**src/hw/gcm_pkg.sv**
```systemverilog
// Constants, types and configuration carrier for the global clock element bank.
// Assumes every clock, select and enable input is sampled on MCLK.
// Operation
// - Sixteen elements, each a two-input clock selector free of glitches and runts.
// - Selection may change any time; related or unrelated input clocks both switch cleanly.
// - Element may act as gated buffer; enable stops and resumes without partial pulse.
// - Stopped output holds the configured level, High or Low, while stopped; in reset it holds RST_OUT instead.
// - Each selector has two clock inputs and a select; fabric drives select or enable.
package gcm_pkg;

   // ------------------------------------------------------------
   // Sizes
   // ------------------------------------------------------------
   localparam int ELEM_COUNT = 16;
   localparam int QUADRANT_LIMIT = 8;

   // ------------------------------------------------------------
   // Reset values and first-source select code
   // ------------------------------------------------------------
   localparam logic RST_OUT = 1'h0;
   localparam logic RST_SOURCE = 1'h0;
   localparam logic RST_STOPPED = 1'h1;
   localparam logic SRC_FIRST = 1'h0;

   // ------------------------------------------------------------
   // Types
   // ------------------------------------------------------------
   typedef enum logic [0:0] {
      GCM_RUN = 1'b0,
      GCM_PARK = 1'b1
   } gcm_state_e;

   // Per-element configuration
   typedef struct packed {
      logic gated;       // 1: gated global buffer, 0: global clock selector
      logic stop_high;   // Level held while stopped or switching
   } gcm_cfg_s;

   // Per-element fabric controls
   typedef struct packed {
      logic select;      // Picks second_clock_input when high
      logic enable;      // Clock enable in gated mode
   } gcm_ctl_s;

endpackage : gcm_pkg

```
**src/hw/gcm_bank.sv**
```systemverilog
// Bank of global clock elements: glitch-free selectors or gated buffers.
// Assumes all inputs are synchronous to MCLK; outputs are registered
// levels that reproduce the chosen input clock one MCLK later.
// An input clock faster than half of MCLK cannot be reproduced.
`timescale 1ns/1ns
`default_nettype none

module gcm_bank #(
   parameter int N = gcm_pkg::ELEM_COUNT
) (
   input wire logic MCLK,
   input wire logic RSTN,
   input wire logic [N-1:0] FIRST_CLOCK_INPUT,
   input wire logic [N-1:0] SECOND_CLOCK_INPUT,
   input wire gcm_pkg::gcm_ctl_s [N-1:0] CTL,
   input wire gcm_pkg::gcm_cfg_s [N-1:0] CFG,
   output logic [N-1:0] CLK_OUT,
   output logic [N-1:0] STOPPED
);

   // ------------------------------------------------------------
   // Helpers
   // ------------------------------------------------------------
   function automatic logic pick(input logic src, input logic a, input logic b);
      pick = src ? b : a;
   endfunction : pick

   function automatic logic at_idle(input logic lvl, input logic stop_high);
      at_idle = (lvl == stop_high);
   endfunction : at_idle

   gcm_pkg::gcm_state_e st [N];
   logic active [N];
   logic want_src [N];
   logic want_en [N];
   logic cur_lvl [N];
   logic new_lvl [N];
   logic leave [N];
   logic resume [N];

   genvar g;
   generate
      for (g = 0; g < N; g++) begin : g_elem

         // ------------------------------------------------------------
         // Requested source and enable
         // ------------------------------------------------------------
         always_comb begin
            // Gated buffer always uses the first input
            want_src[g] = CFG[g].gated ? gcm_pkg::SRC_FIRST : CTL[g].select;
            want_en[g] = CFG[g].gated ? CTL[g].enable : 1'h1;
            cur_lvl[g] = pick(active[g], FIRST_CLOCK_INPUT[g], SECOND_CLOCK_INPUT[g]);
            new_lvl[g] = pick(want_src[g], FIRST_CLOCK_INPUT[g], SECOND_CLOCK_INPUT[g]);
            // Only leave once the old clock sits at idle: no runt on the way out
            leave[g] = ((want_src[g] != active[g]) || !want_en[g]) &&
                       at_idle(cur_lvl[g], CFG[g].stop_high);
            // Only rejoin at idle, so the first edge out is a whole pulse
            resume[g] = want_en[g] && at_idle(new_lvl[g], CFG[g].stop_high);
         end

         // ------------------------------------------------------------
         // State
         // ------------------------------------------------------------
         // Park is the safe state: nothing leaves it until the new clock sits idle
         always_ff @(posedge MCLK) begin
            if (!RSTN) begin
               st[g] <= gcm_pkg::GCM_PARK;
            end else begin
               case (st[g])
                  gcm_pkg::GCM_RUN: begin
                     if (leave[g]) begin
                        st[g] <= gcm_pkg::GCM_PARK;
                     end
                  end
                  gcm_pkg::GCM_PARK: begin
                     if (resume[g]) begin
                        st[g] <= gcm_pkg::GCM_RUN;
                     end
                  end
                  default: st[g] <= gcm_pkg::GCM_PARK;
               endcase
            end
         end

         // Source is only swapped while parked, never mid-pulse
         always_ff @(posedge MCLK) begin
            if (!RSTN) begin
               active[g] <= gcm_pkg::RST_SOURCE;
            end else if (st[g] == gcm_pkg::GCM_PARK) begin
               active[g] <= want_src[g];
            end
         end

         // ------------------------------------------------------------
         // Output
         // ------------------------------------------------------------
         always_ff @(posedge MCLK) begin
            if (!RSTN) begin
               CLK_OUT[g] <= gcm_pkg::RST_OUT;
            end else if (st[g] == gcm_pkg::GCM_RUN && !leave[g]) begin
               CLK_OUT[g] <= cur_lvl[g];
            end else if (st[g] == gcm_pkg::GCM_PARK && resume[g]) begin
               CLK_OUT[g] <= new_lvl[g];
            end else begin
               CLK_OUT[g] <= CFG[g].stop_high;
            end
         end

         always_ff @(posedge MCLK) begin
            if (!RSTN) begin
               STOPPED[g] <= gcm_pkg::RST_STOPPED;
            end else if (st[g] == gcm_pkg::GCM_RUN) begin
               STOPPED[g] <= leave[g];
            end else begin
               STOPPED[g] <= !resume[g];
            end
         end

         // ------------------------------------------------------------
         // Checks
         // ------------------------------------------------------------
         property p_park_level;
            @(posedge MCLK) disable iff (!RSTN)
            (st[g] == gcm_pkg::GCM_PARK && !resume[g]) |=> (CLK_OUT[g] == $past(CFG[g].stop_high));
         endproperty
         a_park_level: assert property (p_park_level) else $error("Parked output not at stop level");

         property p_out_moves_only_running;
            @(posedge MCLK) disable iff (!RSTN)
            (st[g] == gcm_pkg::GCM_PARK && !resume[g]) ##1 (st[g] == gcm_pkg::GCM_PARK && !resume[g])
               |=> $stable(CLK_OUT[g]);
         endproperty
         a_out_moves_only_running: assert property (p_out_moves_only_running) else $error("Output moved while parked");

         property p_change_parks;
            @(posedge MCLK) disable iff (!RSTN)
            (st[g] == gcm_pkg::GCM_RUN && want_src[g] != active[g] && cur_lvl[g] == CFG[g].stop_high)
               |=> (st[g] == gcm_pkg::GCM_PARK);
         endproperty
         a_change_parks: assert property (p_change_parks) else $error("Selection change did not park");

         property p_enable_stops;
            @(posedge MCLK) disable iff (!RSTN)
            (CFG[g].gated && !CTL[g].enable && st[g] == gcm_pkg::GCM_RUN && cur_lvl[g] == CFG[g].stop_high)
               |=> (STOPPED[g] && CLK_OUT[g] == $past(CFG[g].stop_high));
         endproperty
         a_enable_stops: assert property (p_enable_stops) else $error("Enable low did not stop output");

         property p_rejoin_new_source;
            @(posedge MCLK) disable iff (!RSTN)
            (st[g] == gcm_pkg::GCM_PARK && resume[g])
               |=> (st[g] == gcm_pkg::GCM_RUN && active[g] == $past(want_src[g]));
         endproperty
         a_rejoin_new_source: assert property (p_rejoin_new_source) else $error("Did not rejoin selected clock");

         property p_leave_at_idle;
            @(posedge MCLK) disable iff (!RSTN)
            (st[g] == gcm_pkg::GCM_RUN ##1 st[g] == gcm_pkg::GCM_PARK)
               |-> (CLK_OUT[g] == $past(cur_lvl[g]));
         endproperty
         a_leave_at_idle: assert property (p_leave_at_idle) else $error("Left old clock off its idle level");

         // ------------------------------------------------------------
         // Checks: reset, running and parked behaviour
         // ------------------------------------------------------------
         // Reset level of the output may differ from the stop level
         property p_reset_values;
            @(posedge MCLK)
            !RSTN |=> (CLK_OUT[g] == gcm_pkg::RST_OUT && STOPPED[g] == gcm_pkg::RST_STOPPED);
         endproperty
         a_reset_values: assert property (p_reset_values) else $error("Reset values not applied");

         property p_run_follows;
            @(posedge MCLK) disable iff (!RSTN)
            (st[g] == gcm_pkg::GCM_RUN && !leave[g]) |=> (CLK_OUT[g] == $past(cur_lvl[g]));
         endproperty
         a_run_follows: assert property (p_run_follows) else $error("Running output lost its source");

         property p_run_clear;
            @(posedge MCLK) disable iff (!RSTN)
            (st[g] == gcm_pkg::GCM_RUN && !leave[g]) |=> !STOPPED[g];
         endproperty
         a_run_clear: assert property (p_run_clear) else $error("Stop flag set while running");

         property p_park_flag;
            @(posedge MCLK) disable iff (!RSTN)
            (st[g] == gcm_pkg::GCM_PARK && !resume[g]) |=> STOPPED[g];
         endproperty
         a_park_flag: assert property (p_park_flag) else $error("Stop flag low while parked");

         // Output leaves its idle level only while running: no partial pulse
         property p_rise_from_run;
            @(posedge MCLK) disable iff (!RSTN)
            (CLK_OUT[g] != CFG[g].stop_high && $past(CLK_OUT[g]) == $past(CFG[g].stop_high))
               |-> $past(st[g] == gcm_pkg::GCM_RUN);
         endproperty
         a_rise_from_run: assert property (p_rise_from_run) else $error("Output left idle while parked");

         property p_source_held;
            @(posedge MCLK) disable iff (!RSTN)
            (st[g] == gcm_pkg::GCM_RUN) |=> $stable(active[g]);
         endproperty
         a_source_held: assert property (p_source_held) else $error("Source swapped while running");

         property p_gated_first;
            @(posedge MCLK) disable iff (!RSTN)
            (CFG[g].gated && st[g] == gcm_pkg::GCM_PARK) |=> (active[g] == gcm_pkg::SRC_FIRST);
         endproperty
         a_gated_first: assert property (p_gated_first) else $error("Gated element not on first input");

         property p_hold_disabled;
            @(posedge MCLK) disable iff (!RSTN)
            (st[g] == gcm_pkg::GCM_PARK && !want_en[g]) |=> (st[g] == gcm_pkg::GCM_PARK);
         endproperty
         a_hold_disabled: assert property (p_hold_disabled) else $error("Left park while disabled");

         property p_rejoin_at_idle;
            @(posedge MCLK) disable iff (!RSTN)
            (st[g] == gcm_pkg::GCM_PARK ##1 st[g] == gcm_pkg::GCM_RUN)
               |-> (CLK_OUT[g] == $past(CFG[g].stop_high));
         endproperty
         a_rejoin_at_idle: assert property (p_rejoin_at_idle) else $error("Rejoined off the idle level");

      end
   endgenerate

endmodule : gcm_bank

`default_nettype wire

```
**config.mk**
```make
export PLATFORM = sky130hd
export DESIGN_NAME = gcm_bank
export DESIGN_NICKNAME = d
export VERILOG_FILES = /design/src/hw/gcm_pkg.sv /design/src/hw/gcm_bank.sv
export SDC_FILE = /design/constraint.sdc
export NUM_CORES = 1
export LEC_CHECK = 0
export BUFFER_PORTS_ARGS = -buffer_cell sky130_fd_sc_hd__buf_2
export CORE_ASPECT_RATIO = 1.2
export CORE_UTILIZATION = 40
export CTS_BUF_LIST = sky130_fd_sc_hd__clkbuf_8
export DETAILED_ROUTE_END_ITERATION = 7
export HOLD_SLACK_MARGIN = 0.08
export PLACE_DENSITY_LB_ADDON = 0.3
export SYNTH_ARGS = -nofsm -noshare
export SYNTH_HDL_FRONTEND = slang
export SYNTH_SLANG_ARGS = --single-unit
export TNS_END_PERCENT = 30
```
**constraint.sdc**
```tcl
create_clock -name MCLK -period 1.89 [get_ports MCLK]
set_clock_uncertainty 0.1 [all_clocks]
set_input_delay 0.189 -clock MCLK [delete_from_list [all_inputs] [get_ports MCLK]]
set_output_delay 0.189 -clock MCLK [all_outputs]
set_load 0.02 [all_outputs]
```
==> impl_metrics.ini <==
[status]
status = complete, no violations

[timing]
setup_tns_ps = 0
finalSetupViolCount = 0
rsz0062_at_grt = false
worst_pin_slew_ps = 467
drv_slew = 0
period_needed_ps = 1770
min_period_over_period_pct = 93.7
worst_slew_margin_rel_pct = 68.8
hold_viol = 0
fmax_mhz = 565

[setup_path]
path_cells = mux2i_1, xnor2_1, or4_1, nand3_1
rrSetupSlack_ps = 120
crit_slowest_cell = or4_1
critPathLaunchType = flop
worstRegToRegCells = 4
cp-end-kind = flop
critical-path-max-stage-delay_ps = 500
worstSetupPathType = flop to flop
r2r_end = st[1][7]
critPathMaxFanout = 3
critical_path.startpoint = active[1][7]
crit_arrival_ps = 1730
crit_required_ps = 1850
r2r-start = active[1][7]

[final_layout]
final_nets = 667
fillers = 868
final_cell_mix = buf_2 (129), nor2_1 (63), xor2_1 (44)
drive_above_1_share_pct = 28.4
n_antenna_cell = 0
final_common_cell = buf_2
syn2layout_area_growth_pct = 31.5

[clock_network]
cts-htree-levels = 3
clkTransAtPathRegs_ps = 70
numCtsBuffers = 9
cts_root_buffer = clkbuf_8
clk_latency_ps = 330
clkSinkCount = 64
cts_tree = done
clockBufferDepth = 2
cts_resized = 0

[power]
peakVddDrop_mv = 0.342
total_power_w = 0.00360
p_clk_share_pct = 30.2
p_seq_share_pct = 46.1
switching_share_pct = 29.4
p_per_area_nw_per_um2 = 706
switchingPower_w = 0.00106
p_int_w = 0.00254
p_leak_nw = 2.35
pwr-share-comb_pct = 23.7

[die]
dieArea_um2 = 10100
rows = 39
dieHeight_um = 110
start_util_pct = 40.9
io_pins = 130
die_x_um = 91.9
core_area_um2 = 9470

[logic_synthesis]
synth_cells = 409
yosysWarnings = 0
seq_area_frac_synth_pct = 41.1
synth-main-ff-cell = dfxtp_1
synth_area_um2 = 3870
post_synth.cell_area_avg_um2 = 9.47
synth_nets = 507
synth-edff-count = 31
ys_ff_latch = 64
synth_cell_types = 33
synthArstFlopShare_pct = 0

[hold_path]
worstHoldStart = CFG[2]
min_path_cells = 3
min_path_type = primary input to flop
hold-path-endpoint = CLK_OUT[1]

[route]
drc = 0
via_count = 3510
drtPass1Iterations = 4
wl_per_cell_um = 12.5
antenna_left = 0
drtIter0Drc = 121
viasPerCell = 5.04
routed_wl_um = 8730

[placement]
portBuffers = 129
globalplace.congestion = 0.828
place_hpwl_um = 6660

[grt]
overflow = 0
grt_pass1_vias = 3361
antenna_found_initial = 0
grt_usage_pct = 17.5
grt_pass1_wl_um = 14100
grt_max_degree = 26

[flow_run]
maxCapViolations = 0
-- through the flow --
step	cells	worst slack, ps	area [um^2]	hold slack (ps)	util, %
after floorplan	409	187	3870	232	-
after global placement	656	156	4660	397	49.2
after detailed placement	656	119	4660	402	49.2
after CTS	697	116	5090	80.4	53.8
after global routing	697	23.9	5090	92.7	53.8
final	697	119	5090	102	53.8
-- state kept, by name, summed over array words and instances, names as in the netlist --
name and cells:
STOPPED 16, active 16, CLK_OUT 16, st 16
-- worst max-delay path by stage --
stage / end / slack [ps] / depth (start not counted)
after floorplan: st[1][7] / 190 / 4
after global placement: st[1][7] / 160 / 4
after detailed placement: st[1][7] / 120 / 4
after CTS: st[1][7] / 120 / 4
after global routing: st[1][7] / 20 / 4
final: st[1][7] / 120 / 4
-- synth_stat cells (all sizes together), types with 2 or more instances --
master	number	area, um^2
buf	2	8.75
o21a	15	113
xnor2	16	140
nand2	30	113
nor2b	2	12.5
o2111ai	2	17.5
o41ai	14	228
nand3	15	75.1
a21o	14	105
nor2	63	236
a21oi	15	75.1
nand2b	3	18.8
xor2	44	385
mux2i	20	200
edfxtp	31	931
inv	31	116
o21bai	14	105
o32ai	14	123
dfxtp	33	661
o211ai	2	15.0
clkbuf	7	46.3
nor4	14	87.6
-- kinds of logic (layout without fill, tap and decap cells) --
logic type      Yosys count  in the layout  share of synthesized area [%]
simple gates            132            132                           15.0
compound gates           92             92                           20.5
xor+xnor                 60             60                           13.6
mux                      21             21                           5.46
flops                    64             64                           41.1
buf+inv                  40            205                           4.42
-- critical path: cells and delay by family (launching register included) --
| kind | cells | cell delay [ps] |
|---|---|---|
| xor gates and xnor gates | 1 | 110 |
| and+or+nand+nor | 2 | 600 |
| muxes | 1 | 250 |
| DFF | 1 | 430 |
-- final cells by class --
cell class	count	area [um^2]	area share [%]
multi-input cells	305	2110	41.5
flip-flops and latches	64	1590	31.2
repair buffers	158	938	18.4
clock buffers	12	165	3.24
well taps	123	154	3.02
inverters	31	116	2.28
clock inverters	4	17.5	0.344
-- what timing repair did --
item / 4_1_cts / 5_1_grt
hold endpoints to repair: 25 / 0
setup buffers: 0 / 0
hold buffers: 25 / 0
-- power by group through the flow --
stage | Combinational (W) | Clock [W] | Sequential (W)
finish | 0.000853 | 0.00109 | 0.00166
global route | 0.000943 | 0.00118 | 0.00167
CTS | 0.000859 | 0.00112 | 0.00166
detailed placement | 0.000816 | 0 | 0.00169
global placement | 0.000797 | 0 | 0.00168
floorplan | 0.000444 | 0 | 0.00175
-- per-layer routing --
metal	global-route usage, %	part of all wire [%]	vias to the layer above
li1	-	-	1781
met1	18.0	41	1641
met2	33.4	53	72
met3	3.11	3.6	16
met4	9.93	2.1	0
met5	0	0	-
(Power assumes the default switching activity.)
